[config.mk]
export PLATFORM = sky130hd
export DESIGN_NAME = sfr_page_stack
export DESIGN_NICKNAME = d
export VERILOG_FILES = /design/src/page_stack_pkg.sv /design/src/all_page_decode.sv /design/src/sfr_page_stack.sv
export SDC_FILE = /design/constraint.sdc
export NUM_CORES = 1
export LEC_CHECK = 0
export BUFFER_PORTS_ARGS = -buffer_cell sky130_fd_sc_hd__clkbuf_2
export CAP_MARGIN = 20
export CORE_MARGIN = 3
export CORE_UTILIZATION = 40
export CTS_CLUSTER_DIAMETER = 200
export DETAILED_ROUTE_END_ITERATION = 10
export PLACE_DENSITY = 0.75
export SLEW_MARGIN = 20
export SYNTH_ARGS = -nofsm -noshare
export SYNTH_HDL_FRONTEND = slang
export SYNTH_SLANG_ARGS = --single-unit
[constraint.sdc]
create_clock -name clk -period 2.5 [get_ports clk]
set_input_delay 0.25 -clock clk [delete_from_list [all_inputs] [get_ports clk]]
set_output_delay 0.25 -clock clk [all_outputs]
set_load 0.02 [all_outputs]
[src/page_stack_pkg.sv]
package page_stack_pkg;

    localparam int PAGE_W = 8;
    localparam int ADDR_W = 8;

    // Page values
    localparam logic [7:0] PAGE_DEFAULT = 8'h00;
    localparam logic [7:0] PAGE_CAN     = 8'h0c;

    // Control register field layout
    localparam int          CTRL_AUTO_BIT = 0;
    localparam logic [7:0]  CTRL_RESET    = 8'h01;

    // Addresses of the page-stack registers themselves (all-page)
    localparam logic [7:0] ADDR_PAGE_CTRL  = 8'h84;
    localparam logic [7:0] ADDR_CUR_PAGE   = 8'ha7;
    localparam logic [7:0] ADDR_STACK_PAGE = 8'h85;
    localparam logic [7:0] ADDR_BOTTOM     = 8'h86;

    // Port latches, reachable from every page
    localparam logic [7:0] ADDR_PORT0      = 8'h80;
    localparam logic [7:0] ADDR_PORT1      = 8'h90;
    localparam logic [7:0] ADDR_PORT2      = 8'ha0;
    localparam logic [7:0] ADDR_PORT3      = 8'hb0;

    // Bits of the control register that software can change
    localparam logic [7:0] CTRL_WR_MASK    = 8'h01;

    // Number of all-page addresses in the lookup table
    localparam int ALL_PAGE_N = 8;

    typedef struct packed {
        logic             wr;
        logic [ADDR_W-1:0] addr;
        logic [7:0]       wdata;
    } sfr_acc_s;

    typedef struct packed {
        logic             enter;
        logic [PAGE_W-1:0] page;
    } irq_evt_s;

endpackage : page_stack_pkg

[src/all_page_decode.sv]
`timescale 1ns/10ps
`default_nettype none
module all_page_decode #(
    parameter int N = page_stack_pkg::ALL_PAGE_N
) (
    input  wire logic [page_stack_pkg::ADDR_W-1:0] addr,
    output logic                                   is_all_page
);
    // Port latches and the page-stack registers
    localparam logic [N*page_stack_pkg::ADDR_W-1:0] LIST = {
        page_stack_pkg::ADDR_PORT0, page_stack_pkg::ADDR_PORT1,
        page_stack_pkg::ADDR_PORT2, page_stack_pkg::ADDR_PORT3,
        page_stack_pkg::ADDR_PAGE_CTRL, page_stack_pkg::ADDR_CUR_PAGE,
        page_stack_pkg::ADDR_STACK_PAGE, page_stack_pkg::ADDR_BOTTOM
    };

    logic [N-1:0] hit;

    genvar i;
    generate
        for (i = 0; i < N; i++) begin : g_cmp
            assign hit[i] = (addr == LIST[i*page_stack_pkg::ADDR_W +: page_stack_pkg::ADDR_W]);
        end
    endgenerate

    assign is_all_page = |hit;
endmodule : all_page_decode
`default_nettype wire

[src/sfr_page_stack.sv]
`timescale 1ns/10ps
`default_nettype none
module sfr_page_stack (
    input  wire logic                              clk,
    input  wire logic                              nrst,
    input  wire page_stack_pkg::sfr_acc_s          acc,
    input  wire logic                              acc_valid,
    input  wire page_stack_pkg::irq_evt_s          irq,
    input  wire logic                              irq_valid,
    input  wire logic                              reti,
    input  wire logic [page_stack_pkg::PAGE_W-1:0] reg_page,
    output logic                                   sel_hit,
    output logic [7:0]                             rdata,
    output logic                                   rdata_hit,
    output logic [page_stack_pkg::PAGE_W-1:0]      cur_page,
    output logic                                   auto_en
);
    typedef enum logic [1:0] {
        OP_IDLE,
        OP_PUSH,
        OP_POP
    } stack_op_e;

    // Control register and the three stack entries, top first
    logic [7:0]                        ctrl_ff;
    logic [page_stack_pkg::PAGE_W-1:0] cur_ff;
    logic [page_stack_pkg::PAGE_W-1:0] next_ff;
    logic [page_stack_pkg::PAGE_W-1:0] last_ff;
    logic [7:0]                        rdata_ff;
    logic                              rhit_ff;

    logic                              all_page;
    logic                              page_match;
    logic                              auto_on;
    logic                              irq_take;
    logic                              reti_take;
    stack_op_e                         op;
    logic                              stack_idle;

    logic                              sw_wr;
    logic                              sw_rd;
    logic                              hit_ctrl;
    logic                              hit_cur;
    logic                              hit_next;
    logic                              hit_last;
    logic                              hit_stack;
    logic                              wr_ctrl;
    logic                              wr_cur;
    logic                              wr_next;
    logic                              wr_last;
    logic [7:0]                        rd_mux;

    all_page_decode u_dec (
        .addr        (acc.addr),
        .is_all_page (all_page)
    );

    always_comb begin
        hit_ctrl = 1'h0;
        hit_cur  = 1'h0;
        hit_next = 1'h0;
        hit_last = 1'h0;
        rd_mux   = '0;
        case (acc.addr)
            page_stack_pkg::ADDR_PAGE_CTRL: begin
                hit_ctrl = 1'h1;
                rd_mux   = ctrl_ff;
            end
            page_stack_pkg::ADDR_CUR_PAGE: begin
                hit_cur = 1'h1;
                rd_mux  = cur_ff;
            end
            page_stack_pkg::ADDR_STACK_PAGE: begin
                hit_next = 1'h1;
                rd_mux   = next_ff;
            end
            page_stack_pkg::ADDR_BOTTOM: begin
                hit_last = 1'h1;
                rd_mux   = last_ff;
            end
            default: begin
                rd_mux = '0;
            end
        endcase
    end

    assign hit_stack = hit_ctrl || hit_cur || hit_next || hit_last;

    assign sw_wr = acc_valid && acc.wr;
    assign sw_rd = acc_valid && !acc.wr;

    assign irq_take  = irq_valid && irq.enter;
    assign reti_take = reti;
    assign auto_on   = ctrl_ff[page_stack_pkg::CTRL_AUTO_BIT];

    // An entry beats a return in the same cycle, since dropping the entry would lose its page
    always_comb begin
        op = OP_IDLE;
        if (auto_on) begin
            if (irq_take) begin
                op = OP_PUSH;
            end else if (reti_take) begin
                op = OP_POP;
            end
        end
    end

    assign stack_idle = op == OP_IDLE;

    // Stack entries ignore software in a push or pop cycle; the core never issues both
    always_comb begin
        wr_ctrl = 1'h0;
        wr_cur  = 1'h0;
        wr_next = 1'h0;
        wr_last = 1'h0;
        if (sw_wr) begin
            wr_ctrl = hit_ctrl;
            if (stack_idle) begin
                wr_cur  = hit_cur;
                wr_next = hit_next;
                wr_last = hit_last;
            end
        end
    end

    // Decoded against the live page register, so a page write shows on the next access
    assign page_match = reg_page == cur_ff;
    assign sel_hit    = acc_valid && (all_page || page_match);

    assign cur_page = cur_ff;
    assign auto_en  = auto_on;

    // Only the enable bit is kept; the other bits read back as zero
    always_ff @(posedge clk or negedge nrst) begin
        if (!nrst) begin
            ctrl_ff <= page_stack_pkg::CTRL_RESET;
        end else if (wr_ctrl) begin
            ctrl_ff <= acc.wdata & page_stack_pkg::CTRL_WR_MASK;
        end
    end

    // Stack motion beats a software write in the same cycle
    always_ff @(posedge clk or negedge nrst) begin
        if (!nrst) begin
            cur_ff <= page_stack_pkg::PAGE_DEFAULT;
        end else begin
            case (op)
                OP_PUSH: begin
                    cur_ff <= irq.page;
                end
                OP_POP: begin
                    cur_ff <= next_ff;
                end
                default: begin
                    if (wr_cur) begin
                        cur_ff <= acc.wdata;
                    end
                end
            endcase
        end
    end

    always_ff @(posedge clk or negedge nrst) begin
        if (!nrst) begin
            next_ff <= page_stack_pkg::PAGE_DEFAULT;
        end else begin
            case (op)
                OP_PUSH: begin
                    next_ff <= cur_ff;
                end
                OP_POP: begin
                    next_ff <= last_ff;
                end
                default: begin
                    if (wr_next) begin
                        next_ff <= acc.wdata;
                    end
                end
            endcase
        end
    end

    // Depth is three: the bottom entry is lost on a push from a full stack and kept on a pop
    always_ff @(posedge clk or negedge nrst) begin
        if (!nrst) begin
            last_ff <= page_stack_pkg::PAGE_DEFAULT;
        end else begin
            case (op)
                OP_PUSH: begin
                    last_ff <= next_ff;
                end
                default: begin
                    if (wr_last) begin
                        last_ff <= acc.wdata;
                    end
                end
            endcase
        end
    end

    // Read data stand until the next stack-register read, longer than the one-cycle hit strobe
    always_ff @(posedge clk or negedge nrst) begin
        if (!nrst) begin
            rdata_ff <= '0;
        end else if (sw_rd && hit_stack) begin
            rdata_ff <= rd_mux;
        end
    end

    always_ff @(posedge clk or negedge nrst) begin
        if (!nrst) begin
            rhit_ff <= 1'h0;
        end else begin
            rhit_ff <= sw_rd && hit_stack;
        end
    end

    assign rdata     = rdata_ff;
    assign rdata_hit = rhit_ff;
endmodule : sfr_page_stack
`default_nettype wire

## Yosys cells after proc, flatten, opt, wreduce, memory -nomap -nowiden

Index checks and enable logic that the tools add are counted.

- Reduce and logical (&&, ||, !) cells: 15
- Equal/unequal tests: 11
- Multiplexer cells: 21

Operators by type and width:

| cell | count |
|---|---|
| $eq A8 B8 Y1 const B | 8 |
| $mux W8 | 4 |
| $pmux W8 S2 | 2 |
| $pmux W8 S4 | 1 |
| $mux W1 | 11 |
| $eq A8 B8 Y1 | 1 |
| $reduce_or A8 Y1 | 1 |
| $mux W2 | 3 |
| $reduce_bool A3 Y1 | 2 |
| $logic_and A1 B1 Y1 | 5 |
| $logic_or A1 B1 Y1 | 4 |
| $eq A2 B1 Y1 const B | 1 |
| $eq A2 B2 Y1 const B | 1 |
| $logic_not A2 Y1 | 1 |
| $reduce_bool A2 Y1 | 1 |
| $logic_not A1 Y1 | 1 |

- Word-level logic and storage cells: 53
- Register bits: 34
- Input port bits: 39
- Output and inout bits: 19

## Longest topological paths before layout

- Depth after elaboration: 8
- Mapped depth: 10
- Gate-level depth less buffers: 8

## Hierarchy

Synthesis repeated with hierarchy kept, for this count alone.

- Cell total of the unflattened synthesis: 202
- Area total of the unflattened synthesis: 2,147.1 um^2

By module, submodules not included:

| module | area an instance (um^2) | cells an instance | sequential area each (um^2) | instances |
|---|---|---|---|---|
| sfr_page_stack | 2,094.5 | 192 | 852.1 | 1 |
| all_page_decode | 52.6 | 10 | 0.0 | 1 |

## Least setup slack after synthesis

No wires, ideal clock.

- Kind: register to register
- Start point: register ctrl_ff[0]
- End point: register cur_ff (netlist bit cur_page[0])
- Stages on the path, launching flop included: 9
- Arrival: 2.053 ns
- Library setup time: 0.096 ns
- Period minus slack after synthesis: 2.149 ns
- Path buffers: 2
- Slack: 0.351 ns
- Data required time: 2.404 ns
- Cell sequence: dfstp_2 > nand3_1 > ha_1 > clkbuf_1 > or2_2 > a41oi_2 > buf_2 > nand2_1 > o31ai_1

- Longest elaborated chain between the ends: 5
- Elaborated cells between the ends (all ways): 8
- Classes of those cells: eq/ne (2); mux (4); reduce/logical (2)

Ends and longest elaborated chain:

| what | RTL line | source |
|---|---|---|
| start, declared | sfr_page_stack.sv:25 | `logic [7:0] ctrl_ff;` |
| start signal, assigned | sfr_page_stack.sv:136 | `ctrl_ff <= page_stack_pkg::CTRL_RESET;` |
| start signal, assigned | sfr_page_stack.sv:138 | `ctrl_ff <= acc.wdata & page_stack_pkg::CTRL_WR_MASK;` |
| $mux W2 (*) | sfr_page_stack.sv:99 | `if (auto_on) begin` |
| $logic_not A2 Y1 | sfr_page_stack.sv:108 | `assign stack_idle = op == OP_IDLE;` |
| $mux W1 | sfr_page_stack.sv:118 | `if (stack_idle) begin` |
| $mux W1 | sfr_page_stack.sv:116 | `if (sw_wr) begin` |
| $reduce_bool A3 Y1 (no source line) | - |  |
| end signal, assigned | sfr_page_stack.sv:145 | `cur_ff <= page_stack_pkg::PAGE_DEFAULT;` |
| end signal, assigned | sfr_page_stack.sv:149 | `cur_ff <= irq.page;` |
| end signal, assigned | sfr_page_stack.sv:152 | `cur_ff <= next_ff;` |
| end, declared | sfr_page_stack.sv:26 | `logic [page_stack_pkg::PAGE_W-1:0] cur_ff;` |

Mark *: on every way between the ends. The rest lies on a longest branch, timed or not.
A chain may end at the register's enable or synchronous reset.

## Worst setup path after layout

- Start point: register cur_ff (netlist bit cur_page[4])
- End point: output sel_hit

- Longest elaborated chain between the ends: 3

Ends and longest elaborated chain:

| what | RTL line | source |
|---|---|---|
| $eq A8 B8 Y1 | sfr_page_stack.sv:127 | `assign page_match = reg_page == cur_ff;` |
| $logic_or A1 B1 Y1 | sfr_page_stack.sv:128 | `assign sel_hit = acc_valid && (all_page \|\| page_match);` |
| $logic_and A1 B1 Y1 | sfr_page_stack.sv:128 |  |
| end, declared | sfr_page_stack.sv:12 | `output logic sel_hit,` |

Every way passes these cells.

==> out/metrics.yaml <==
criticalPathCategory: "reg2out"
routabilityCongestion: 0.861
hold_buffers: 0
yosysWarnings: 0
regArea_um2: 852
grt_max_degree: 35
path_depth: 5
worstMarginPinSlew_ps: 871
rsz0062_at_grt: "no"
grt_pass1_vias: 1847
cp_num_buf_inv: 1
r2r-start: "ctrl_ff[0]"
worstSetupStartpointType: "register"
skew_ps: 5.63
synth_compound_area_frac: 0.193
crit_arrival_ps: 1730
endpoint_kind: "output pin"
syn-cell-area_um2: 2100
wirelength_um: 5500
synth_nets: 258
crit_fanout: 5
synth_simple_gate_area_frac: 0.216
layout.nets: 315
synthDominantCellAreaShare: 0.393
portBuffers: 57
whs_ps: 64.5
final-hold-violation-count: 0
first_pass_iters: 4
syn_inst: 216
synthDistinctLibCells: 34
hpwl_um: 4040
die_w_um: 78.5
synth-seq-cells: 34
fin_crit_sh: 0.791
place_area_um2: 2460
setup_viol: 0
power_leakage_uw: 0.00124
fin_ws_ps: 522
powerDensity_nw_per_um2: 569
grt_usage: 0.186
synth-seq-area-share: 0.406
drv_cap: 0
cts.htree.levels: 2
coreArea_um2: 4910
relSlewSlack: 0.420
layout-drive-gt1-share: 0.332
rrSetupSlack_ps: 540
pin_count: 58
gr-total-overflow: 0
multiInputGateArea_um2: 1160
start_util: 0.428
syn_avg_cell_area_um2: 9.72
synth_top_family_by_area: "simple AND/OR/NAND/NOR gates"
max_stage_delay_ps: 460
detail_route.vias_per_cell: 5.53
synth_adder_area_share: 0.0179
vdd_ir_drop_max_uv: 215
cpMaxStageDelayCell: "dfrtp_1"
grt_pass1_wl_um: 9110
worstPathCellList: "xor2_1 > nor4_1 > nand2_1 > a31oi_1 > clkbuf_2"
synth_top_cell_by_area: "dfrtp_1"
place_ws_ps: 570
cpLargestDelayFamily: "flip-flops"
path_clk_slew_ps: 70
reg2reg_to: "next_ff[4]"
rows: 25
cts_buffer_depth: 2
die_h_um: 78.5
cts_num_sinks: 34
wl_per_cell_um: 16.1
fin_crit_ps: 1980
diodes: 0
n_fill_cell: 461
r2r_cells: 6
drc_errors: 0
drt_iter0_drc: 174
slew_violations: 0
cts_resized: 0
min_path_type: "in2async"
cp.required_ps: 2250
final_area_um2: 2560
synthMuxAreaShare: 0.0912
setup_tns_ps: 0
drtAntennaViolNets: 0
synthTopCellsByArea: "dfrtp_1, a221oi_1, o31ai_1"
fmax_ghz: 0.506
cts_tree: "built"
clock_latency_ps: 290
cts_buffers: 5
synthXorXnorAreaFrac: 0.0334
status: "complete, no violations"
die_area_um2: 6150
cts-root-buf: "clkbuf_8"
antenna_found_initial: 0
syn_to_final_growth_pct: 21.9
cts_setup_buffers: 0
num_vias: 1887
[worst max-delay path by stage]
stage,start,to,slack (ps)
6_report,cur_page[4],sel_hit,520
3_5_place_dp,ctrl_ff[0],next_ff[1],570
3_3_place_gp,ctrl_ff[0],next_ff[0],650
2_1_floorplan,ctrl_ff[0],cur_page[0],350
4_1_cts,cur_page[6],sel_hit,480
5_1_grt,ctrl_ff[0],next_ff[4],370
[per-layer routing]
layer | GRT usage | vias to the layer above | wire length, um
li1 | - | 925 | -
met1 | 0.270 | 887 | 2570
met2 | 0.286 | 71 | 2520
met3 | 0.0333 | 4 | 381
met4 | 0.0455 | 0 | 38
met5 | 0 | - | 0
[synth_stat cells]
| cell | count |
|---|---|
| dfrtp_1 | 33 |
| and2_2 | 1 |
| o31ai_1 | 16 |
| o2111ai_4 | 1 |
| dfstp_2 | 1 |
| nor4bb_1 | 2 |
| xor2_1 | 8 |
| nand3_1 | 23 |
| o21ai_0 | 10 |
| buf_2 | 8 |
| clkbuf_2 | 1 |
| a21oi_1 | 1 |
| or2_2 | 1 |
| nor2_1 | 2 |
| o21a_1 | 1 |
| inv_1 | 5 |
| a41oi_2 | 1 |
| o22ai_1 | 1 |
| nor3b_4 | 1 |
| nand4_1 | 8 |
| nor4_1 | 2 |
| a221oi_1 | 16 |
| clkbuf_1 | 7 |
| and3_1 | 2 |
| nor2b_1 | 9 |
| nand2b_1 | 1 |
| nor4b_4 | 1 |
| a31oi_1 | 2 |
| mux2_2 | 9 |
| mux2i_1 | 9 |
| ha_1 | 3 |
| nand2_1 | 27 |
| a31oi_4 | 1 |
| nand3b_1 | 2 |
[area by class of cell]
type                       instances  area share
clock buffer                       6      0.0323
clock inverter                     2     0.00489
inverter                           5     0.00733
multi-input combinational        161       0.452
sequential                        34       0.333
tap                               67      0.0327
timing repair buffer              66       0.138
[report_power, final]
group | internal, uW | switching (uW) | leakage (uW)
clock network | 221 | 207 | 0.0000472
registers | 627 | 117 | 0.000458
logic | 120 | 165 | 0.000733
total | 967 | 489 | 0.00124
[worst reg2reg max path: stages (launching register included)]
cell and delay [ps]:
dfstp_2 560, nand3_1 140, ha_1 230, or2_2 340, a31oi_4 400, nand2_1 120, o31ai_1 90
[sequential cells by signal, summed over array words and instances, names as in the netlist]
name and flops:
ctrl_ff 1, next_ff 8, rdata_hit 1, last_ff 8, rdata 8, cur_page 8
[logic make-up after synthesis]
logic type / Yosys count
simple gates: 82
compound gates: 50
flops: 34
buf+inv: 21
mux: 18
xor+xnor: 8
fa+ha+maj: 3
[layout by cell type (no fill, tap or decap), types with 2 or more instances in the layout]
cell type  synthesis  routed
a221oi_1          16      16
a31oi_1            2       2
and3_1             2       2
buf_4              0       9
clkbuf_2           1      57
clkbuf_8           0       6
dfrtp_1           33      33
ha_1               3       3
inv_1              5       5
mux2_2             9       9
mux2i_1            9       9
nand2_1           27      27
nand3_1           23      23
nand3b_1           2       2
nand4_1            8       8
nor2_1             2       2
nor2b_1            9       9
nor4_1             2       2
nor4bb_1           2       2
o21ai_0           10      10
o31ai_1           16      16
xor2_1             8       8
[through the flow]
| stage | util | power, uW | instances |
|---|---|---|---|
| after floorplan | - | 884 | 216 |
| after global placement | 0.502 | 1020 | 333 |
| after detailed placement | 0.502 | 1040 | 333 |
| after CTS | 0.521 | 1460 | 341 |
| after global routing | 0.521 | 1530 | 341 |
| final | 0.521 | 1460 | 341 |
(Power assumes the default switching activity.)
